==> src/uart_pkg.sv <==
`default_nettype none
package uart_pkg;
  // register byte offsets
  localparam logic [7:0] data_off = 8'h00;
  localparam logic [7:0] ctrl_off = 8'h04;
  localparam logic [7:0] ier_off = 8'h0c;
  localparam logic [7:0] stat_off = 8'h10;
  localparam logic [7:0] brd_off = 8'h24;
  localparam logic [7:0] test_off = 8'h28;
  // reset values
  localparam logic [31:0] ctrl_rst = 32'h0000_0000;
  localparam logic [31:0] stat_rst = 32'h0000_0180;
  localparam logic [15:0] brd_rst = 16'h0010;
  // line control fields
  localparam int ctrl_order_bit = 2;
  localparam int ctrl_txen_bit = 4;
  localparam int ctrl_rxen_bit = 5;
  localparam int ctrl_wls_lo = 8;
  localparam int ctrl_nsb_bit = 10;
  localparam int ctrl_pbe_bit = 11;
  localparam int ctrl_epe_bit = 12;
  localparam int ctrl_spe_bit = 13;
  localparam int ctrl_bcb_bit = 14;
  // status fields
  localparam int st_rxdne = 0;
  localparam int st_oei = 1;
  localparam int st_pei = 2;
  localparam int st_fei = 3;
  localparam int st_bii = 4;
  localparam int st_txde = 7;
  localparam int st_txc = 8;
  // interrupt enable fields
  localparam int ie_rxdr = 0;
  localparam int ie_rls = 1;
  localparam int ie_txde = 2;
  localparam int ie_txc = 3;
  // char length encodings and loopback modes
  localparam logic [1:0] wls_7 = 2'h0;
  localparam logic [1:0] wls_8 = 2'h1;
  localparam logic [1:0] lbm_echo = 2'h2;
  localparam logic [1:0] lbm_loop = 2'h3;
  localparam int frame_w = 13;

  typedef struct packed {
    logic [7:0] addr;
    logic [31:0] wdata;
    logic wr;
    logic rd;
  } bus_req_type;

  typedef enum logic [2:0] {
    rx_idle, rx_start, rx_data, rx_par, rx_stop
  } rx_state_type;
endpackage : uart_pkg
`default_nettype wire

==> src/async_serial_uart.sv <==
// The strobed register port was decided locally.
`timescale 1ns/10ps
`default_nettype none
module async_serial_uart (
  input wire logic i_sys_clk,
  input wire logic i_rstn,
  input wire uart_pkg::bus_req_type i_bus,
  output logic [31:0] o_rdata,
  input wire logic i_rxd,
  output logic o_txd,
  output logic o_irq
);
  import uart_pkg::*;

  logic [31:0] ctrl_q;
  logic [3:0] ier_q;
  logic [15:0] brd_q;
  logic [1:0] lbm_q;
  logic [8:0] tx_hold_q;
  logic tx_full_q;
  logic [frame_w-1:0] tx_frame_q;
  logic [3:0] tx_left_q;
  logic [15:0] tx_cnt_q;
  logic rx_meta_q, rx_sync_q, rx_prev_q;
  rx_state_type rx_state_q;
  logic [15:0] rx_cnt_q;
  logic [3:0] rx_idx_q;
  logic [8:0] rx_sh_q;
  logic rx_par_q;
  logic [8:0] rx_hold_q;
  logic rxdne_q, oei_q, pei_q, fei_q, bii_q;
  logic [3:0] nbits;
  logic msb_first, pbe, nsb;
  logic wr_data, wr_stat, rd_data;
  logic tx_busy, tx_load, tx_tick, tx_bit;
  logic rx_line, rx_fall, rx_tick, rx_done;
  logic [8:0] rx_char;
  logic rx_pe, rx_fe, rx_brk;
  logic [31:0] stat_word;
  always_comb begin
    case (ctrl_q[ctrl_wls_lo +: 2])
      wls_7: nbits = 4'h7;
      wls_8: nbits = 4'h8;
      default: nbits = 4'h9;
    endcase
  end
  assign msb_first = ctrl_q[ctrl_order_bit];
  assign pbe = ctrl_q[ctrl_pbe_bit];
  assign nsb = ctrl_q[ctrl_nsb_bit];

  function automatic logic [8:0] mask_char(input logic [8:0] d,
                                           input logic [3:0] n);
    logic [8:0] m;
    m = 9'h1ff >> (4'h9 - n);
    return d & m;
  endfunction : mask_char
  // parity over the masked character; stick mode forces a constant
  function automatic logic par_of(input logic [8:0] d,
                                 input logic [31:0] c);
    logic p;
    p = ^d;
    if (c[ctrl_spe_bit]) begin
      p = ~c[ctrl_epe_bit];
    end else if (!c[ctrl_epe_bit]) begin
      p = ~p;
    end
    return p;
  endfunction : par_of
  // frame shifts out from bit 0; spare high bits stay 1 as idle
  function automatic logic [frame_w-1:0] build(input logic [8:0] d,
      input logic [3:0] n, input logic msb, input logic pe,
      input logic [31:0] c);
    logic [frame_w-1:0] f;
    logic [3:0] src;
    f = '1;
    f[0] = 1'b0;
    for (int i = 0; i < 9; i++) begin
      src = msb ? 4'(int'(n) - 1 - i) : 4'(i);
      if (4'(i) < n) begin
        f[i + 1] = d[src];
      end
    end
    if (pe) begin
      f[n + 4'h1] = par_of(d, c);
    end
    return f;
  endfunction : build

  // register port decode
  assign wr_data = i_bus.wr && (i_bus.addr == data_off);
  assign wr_stat = i_bus.wr && (i_bus.addr == stat_off);
  assign rd_data = i_bus.rd && (i_bus.addr == data_off);

  always_ff @(posedge i_sys_clk or negedge i_rstn) begin
    if (!i_rstn) begin
      ctrl_q <= ctrl_rst;
      ier_q <= '0;
      brd_q <= brd_rst;
      lbm_q <= '0;
    end else if (i_bus.wr) begin
      case (i_bus.addr)
        ctrl_off: ctrl_q <= i_bus.wdata;
        ier_off: ier_q <= i_bus.wdata[3:0];
        brd_off: brd_q <= i_bus.wdata[15:0];
        test_off: lbm_q <= i_bus.wdata[1:0];
        default: ;
      endcase
    end
  end

  // ---------------- transmitter
  assign tx_busy = tx_left_q != 4'h0;
  assign tx_load = tx_full_q && !tx_busy && ctrl_q[ctrl_txen_bit];
  assign tx_tick = tx_busy && (tx_cnt_q == brd_q - 16'h1);
  assign tx_bit = tx_busy ? tx_frame_q[0] : 1'b1;

  always_ff @(posedge i_sys_clk or negedge i_rstn) begin
    if (!i_rstn) begin
      tx_hold_q <= '0;
      tx_full_q <= 1'b0;
    end else if (wr_data) begin
      tx_hold_q <= mask_char(i_bus.wdata[8:0], nbits);
      tx_full_q <= 1'b1;
    end else if (tx_load) begin
      tx_full_q <= 1'b0;
    end
  end

  always_ff @(posedge i_sys_clk or negedge i_rstn) begin
    if (!i_rstn) begin
      tx_frame_q <= '1;
      tx_left_q <= '0;
      tx_cnt_q <= '0;
    end else if (tx_load) begin
      tx_frame_q <= build(tx_hold_q, nbits, msb_first, pbe, ctrl_q);
      tx_left_q <= 4'(nbits + 4'h2 + {3'h0, pbe} + {3'h0, nsb});
      tx_cnt_q <= '0;
    end else if (tx_tick) begin
      tx_frame_q <= {1'b1, tx_frame_q[frame_w-1:1]};
      tx_left_q <= tx_left_q - 4'h1;
      tx_cnt_q <= '0;
    end else if (tx_busy) begin
      tx_cnt_q <= tx_cnt_q + 16'h1;
    end
  end

  // break forces spacing; echo mode hands the received line back
  always_ff @(posedge i_sys_clk or negedge i_rstn) begin
    if (!i_rstn) begin
      o_txd <= 1'b1;
    end else if (ctrl_q[ctrl_bcb_bit]) begin
      o_txd <= 1'b0;
    end else if (lbm_q == lbm_echo) begin
      o_txd <= rx_sync_q;
    end else begin
      o_txd <= tx_bit;
    end
  end

  // ---------------- receiver
  always_ff @(posedge i_sys_clk or negedge i_rstn) begin
    if (!i_rstn) begin
      rx_meta_q <= 1'b1;
      rx_sync_q <= 1'b1;
      rx_prev_q <= 1'b1;
    end else begin
      rx_meta_q <= i_rxd;
      rx_sync_q <= rx_meta_q;
      rx_prev_q <= rx_line;
    end
  end

  assign rx_line = (lbm_q == lbm_loop) ? tx_bit : rx_sync_q;
  assign rx_fall = rx_prev_q && !rx_line;
  assign rx_tick = (rx_state_q != rx_idle) && (rx_cnt_q == 16'h0);
  assign rx_done = (rx_state_q == rx_stop) && rx_tick;
  assign rx_char = mask_char(rx_sh_q, nbits);
  // parity result is settled before the stop bit is looked at
  assign rx_pe = pbe && (rx_par_q != par_of(rx_char, ctrl_q));
  assign rx_fe = !rx_line;
  assign rx_brk = rx_fe && (rx_char == 9'h0) && !(pbe && rx_par_q);

  always_ff @(posedge i_sys_clk or negedge i_rstn) begin
    if (!i_rstn) begin
      rx_state_q <= rx_idle;
      rx_cnt_q <= '0;
      rx_idx_q <= '0;
      rx_sh_q <= '0;
      rx_par_q <= 1'b0;
    end else begin
      if (rx_state_q != rx_idle) begin
        rx_cnt_q <= rx_tick ? brd_q - 16'h1 : rx_cnt_q - 16'h1;
      end
      case (rx_state_q)
        rx_idle: begin
          if (rx_fall && ctrl_q[ctrl_rxen_bit]) begin
            // half a bit lands the samples mid-cell
            rx_cnt_q <= {1'b0, brd_q[15:1]} - 16'h1;
            rx_state_q <= rx_start;
          end
        end
        rx_start: begin
          if (rx_tick) begin
            rx_idx_q <= '0;
            rx_sh_q <= '0;
            // a glitch that is high by mid-cell is not a start
            rx_state_q <= rx_line ? rx_idle : rx_data;
          end
        end
        rx_data: begin
          if (rx_tick) begin
            if (msb_first) begin
              rx_sh_q[4'(nbits - 4'h1 - rx_idx_q)] <= rx_line;
            end else begin
              rx_sh_q[rx_idx_q] <= rx_line;
            end
            rx_idx_q <= rx_idx_q + 4'h1;
            if (rx_idx_q == nbits - 4'h1) begin
              rx_state_q <= pbe ? rx_par : rx_stop;
            end
          end
        end
        rx_par: begin
          if (rx_tick) begin
            rx_par_q <= rx_line;
            rx_state_q <= rx_stop;
          end
        end
        rx_stop: begin
          if (rx_tick) begin
            rx_state_q <= rx_idle;
          end
        end
        default: rx_state_q <= rx_idle;
      endcase
    end
  end

  // unread character is kept; the new one is lost on overrun
  always_ff @(posedge i_sys_clk or negedge i_rstn) begin
    if (!i_rstn) begin
      rx_hold_q <= '0;
    end else if (rx_done && !rxdne_q) begin
      rx_hold_q <= rx_char;
    end
  end

  // sticky flags: a set in the same cycle as a clear wins
  always_ff @(posedge i_sys_clk or negedge i_rstn) begin
    if (!i_rstn) begin
      rxdne_q <= stat_rst[st_rxdne];
      oei_q <= stat_rst[st_oei];
      pei_q <= stat_rst[st_pei];
      fei_q <= stat_rst[st_fei];
      bii_q <= stat_rst[st_bii];
    end else begin
      rxdne_q <= rx_done || (rxdne_q && !rd_data);
      oei_q <= (rx_done && rxdne_q) ||
               (oei_q && !(wr_stat && i_bus.wdata[st_oei]));
      pei_q <= (rx_done && rx_pe) ||
               (pei_q && !(wr_stat && i_bus.wdata[st_pei]));
      fei_q <= (rx_done && rx_fe) ||
               (fei_q && !(wr_stat && i_bus.wdata[st_fei]));
      bii_q <= (rx_done && rx_brk) ||
               (bii_q && !(wr_stat && i_bus.wdata[st_bii]));
    end
  end

  always_comb begin
    stat_word = '0;
    stat_word[st_rxdne] = rxdne_q;
    stat_word[st_oei] = oei_q;
    stat_word[st_pei] = pei_q;
    stat_word[st_fei] = fei_q;
    stat_word[st_bii] = bii_q;
    stat_word[st_txde] = !tx_full_q;
    stat_word[st_txc] = !tx_full_q && !tx_busy;
  end

  always_ff @(posedge i_sys_clk or negedge i_rstn) begin
    if (!i_rstn) begin
      o_rdata <= '0;
    end else if (i_bus.rd) begin
      case (i_bus.addr)
        data_off: o_rdata <= {23'h0, mask_char(rx_hold_q, nbits)};
        ctrl_off: o_rdata <= ctrl_q;
        ier_off: o_rdata <= {28'h0, ier_q};
        stat_off: o_rdata <= stat_word;
        brd_off: o_rdata <= {16'h0, brd_q};
        test_off: o_rdata <= {30'h0, lbm_q};
        default: o_rdata <= '0;
      endcase
    end else begin
      o_rdata <= '0;
    end
  end

  always_ff @(posedge i_sys_clk or negedge i_rstn) begin
    if (!i_rstn) begin
      o_irq <= 1'b0;
    end else begin
      o_irq <= (ier_q[ie_rxdr] && rxdne_q) ||
               (ier_q[ie_rls] && (oei_q || pei_q || fei_q || bii_q)) ||
               (ier_q[ie_txde] && stat_word[st_txde]) ||
               (ier_q[ie_txc] && stat_word[st_txc]);
    end
  end
endmodule : async_serial_uart
`default_nettype wire

==> config.mk <==
export PLATFORM = sky130hd
export DESIGN_NAME = async_serial_uart
export DESIGN_NICKNAME = d
export VERILOG_FILES = /design/src/uart_pkg.sv /design/src/async_serial_uart.sv
export SDC_FILE = /design/constraint.sdc
export NUM_CORES = 1
export LEC_CHECK = 0
export BUFFER_PORTS_ARGS = -buffer_cell sky130_fd_sc_hd__buf_2
export CAP_MARGIN = 5
export CORE_MARGIN = 3
export CORE_UTILIZATION = 35
export DETAILED_ROUTE_END_ITERATION = 8
export PLACE_DENSITY = 0.51
export REMOVE_ABC_BUFFERS = 1
export SLEW_MARGIN = 15
export SYNTH_ARGS = -nofsm -noshare
export SYNTH_HDL_FRONTEND = slang
export SYNTH_SLANG_ARGS = --single-unit
==> constraint.sdc <==
create_clock -name i_sys_clk -period 3.4 [get_ports i_sys_clk]
set_input_delay 0.68 -clock i_sys_clk [delete_from_list [all_inputs] [get_ports i_sys_clk]]
set_output_delay 0.68 -clock i_sys_clk [all_outputs]
set_load 0.02 [all_outputs]
==> impl_metrics.toml <==
[global_route]
overflow = 0
antenna_found_initial = 0
grt_first_pass_wirelength_um = 46980
grt_pass1_vias = 8042
grt_max_degree = 83
grtUsageTotal = 0.1929

[place]
placed_area_mm2 = 0.01115
gp_congestion = 0.8466
dp.cells = 1480
io_buffers = 78
place_hpwl_um = 21840

[clock_tree]
cts_buffer_depth = 2
clk_latency_ps = 450
h-tree-depth = 4
tritoncts = "yes"
cts_setup_buffers = 0
cts_sinks = 181
cts_root_buf = "clkbuf_16"
clk_pin_slew_ps = 70
cts_buffers = 17

[timing]
hold_violations = 0
fmax_mhz = 309.6
slew_violations = 0
rsz0062_at_grt = "false"
finClkSkew_ps = 16.89
max-slew-margin-rel = 0.4787
setup_viol = 0
tightest_slew_ps = 781.9
min_period_over_period = 0.9501
tns_ps = 0
period_needed_ps = 3230

[synthesis]
synth_edf_count = 0
ys_ff_latch = 181
async_flop_share = 1.000
yosysUniqueCellTypes = 68
netlist_area_mm2 = 0.01016
syn_area_per_cell_um2 = 9.733
synthCells = 1044
yosysSeqAreaShare = 0.4480
synthFlopType = "dfrtp_1"
yosys_warnings = 0

[layout]
antenna_cells = 0
nNetsFinal = 1192
drive_gt1_frac = 0.2275
stdcell_count = 1512
fin_area_mm2 = 0.01174
fillers = 2771
area_growth_pct = 15.50

[worst_setup_path]
timing.rr.start = "brd_q[1]"
crit_start = "brd_q[1]"
critPathKind = "flop to flop"
required_ps = 3760
cp-end-kind = "flop"
worstPathMaxFanout = 16
start_kind = "flop"
crit_arrival_ps = 3590

[floorplan]
rows = 61
die_y_um = 176.4
start_util = 0.3608
core_area_mm2 = 0.02816
die_w_um = 176.4
ios = 79
die_area_mm2 = 0.03111

[route]
first_pass_iters = 5
viasPerCell = 5.348
drc = 0
drt_iter0_drc = 537
antenna_left = 0
routedWlPerCell_um = 19.49
routed_wl_um = 29470
num_vias = 8086

[power]
leakage_uw = 0.005383
peakVddDrop_mv = 0.3898
power_uw = 6219
power_density_mw_per_mm2 = 529.9

[outcome]
outcome = "complete, no violations"

[job]
max-cap-violations = 0

[worst_hold_path]
hold_path_class = "primary input to async pin"
[flip-flops by register name (all words and copies together), names as in the netlist, 2 cells and up]
register and count:
ctrl_q 32, o_rdata 32, brd_q 16, rx_cnt_q 16, tx_cnt_q 16, tx_frame_q 13
rx_hold_q 9, rx_sh_q 9, tx_hold_q 9, ier_q 4, rx_idx_q 4, tx_left_q 4
rx_state_q 3, lbm_q 2
[per-stage QoR]
step	util	hold slack [ps]	worst slack, ps
3_3_place_gp	0.3958	347.4	202.3
6_report	0.4167	234.6	169.7
4_1_cts	0.4167	301.7	98.08
3_5_place_dp	0.3958	352.3	106.0
5_1_grt	0.4167	303.2	49.31
2_1_floorplan	-	345.2	-607.7
[power by group]
group	total [µW]	switching, µW	internal [µW]
clock	2030	906	1120
sequential	2700	260	2440
combinational	1490	868	622
total	6220	2030	4190
[worst max-delay path, cell delays in order (launching register included)]
cell	delay (ps)
dfrtp_1	380
inv_1	70
ha_1	160
or4b_4	480
or4_1	500
xor2_1	250
xor2_1	170
nand4_1	90
and4b_2	380
buf_12	170
mux2_2	330
o21ai_0	150
[layout by cell type (no fill, tap or decap), types with 17 or more instances in the layout]
cell type | netlist | routed
buf_2 | 2 | 77
clkbuf_16 | 0 | 17
nor3_1 | 21 | 19
inv_1 | 26 | 26
mux2i_1 | 26 | 26
mux2_2 | 59 | 59
nor2_1 | 85 | 85
and3_1 | 29 | 29
xor2_1 | 35 | 35
nand2_1 | 106 | 106
xnor2_1 | 41 | 41
nand3_1 | 27 | 27
ha_1 | 24 | 24
dfrtp_1 | 163 | 163
a21oi_1 | 46 | 46
o21ai_0 | 67 | 67
o211ai_1 | 17 | 17
buf_4 | 2 | 41
dfstp_2 | 18 | 18
[cell usage after synthesis, drive strengths merged, types with 4 or more instances]
library cell / instances / area share
a211oi: 9 / 0.0066
a21oi: 46 / 0.023
a22o: 16 / 0.014
a22oi: 10 / 0.0074
a31oi: 8 / 0.0049
a32o: 8 / 0.0079
a32oi: 5 / 0.0043
and3: 29 / 0.018
buf: 12 / 0.0085
clkbuf: 53 / 0.020
dfrtp: 163 / 0.40
dfstp: 18 / 0.047
ha: 24 / 0.030
inv: 26 / 0.0096
mux2: 59 / 0.065
mux2i: 26 / 0.026
nand2: 106 / 0.039
nand2b: 9 / 0.0055
nand3: 27 / 0.013
nand4: 13 / 0.0080
nor2: 95 / 0.042
nor2b: 15 / 0.0092
nor3: 22 / 0.011
nor3b: 4 / 0.0030
nor4: 10 / 0.0068
nor4b: 4 / 0.0034
o211ai: 17 / 0.013
o21ai: 67 / 0.033
o22ai: 5 / 0.0031
o31ai: 4 / 0.0030
or2: 7 / 0.0043
or4: 4 / 0.0030
xnor2: 41 / 0.035
xor2: 35 / 0.030
[routing by layer]
metal  vias up  part of all wire  GRT usage
li1       3886                 -          -
met1      4006              0.47     0.2754
met2       161              0.47     0.3057
met3        33             0.036    0.02968
met4         0             0.018    0.05303
met5         -                 0          0
[cell type report]
cell class                      instances  area [µm²]  area share
Sequential cell                       181        4552      0.3878
Clock inverter                         12       142.6     0.01215
Clock buffer                           20       446.7     0.03806
Tap cell                              378       473.0     0.04030
Timing Repair Buffer                  123       787.0     0.06706
Multi-Input combinational cell        772        5238      0.4463
Inverter                               26       97.59    0.008316
[logic make-up after synthesis]
| group | Yosys count | synth area share |
|---|---|---|
| adders and majority gates | 26 | 0.03349 |
| xor gates and xnor gates | 76 | 0.06551 |
| DFF | 181 | 0.4480 |
| muxes | 85 | 0.09100 |
| and+or+nand+nor | 362 | 0.1813 |
| AOI/OAI and AO/OA | 223 | 0.1431 |
| buffers and inverters | 91 | 0.03768 |
[what timing repair did]
item,4_1_cts,5_1_grt
endpoints found under the setup margin,0,1
resized for setup,0,1
hold buffers,0,0
endpoints found under the hold margin,0,0
[final timing paths]
check                                     end  slack (ps)  cells after the start
worst min register to register      rx_sync_q         360                      0
worst max-delay path             tx_left_q[1]         170                     11
worst min-delay path             tx_cnt_q[11]         230                      1
worst max register to register   tx_left_q[1]         170                     11
max in group asynchronous       tx_frame_q[5]        2290                      2
min in group i_sys_clk              rx_meta_q         350                      1
Note: power is estimated with default switching activity, not from simulation.
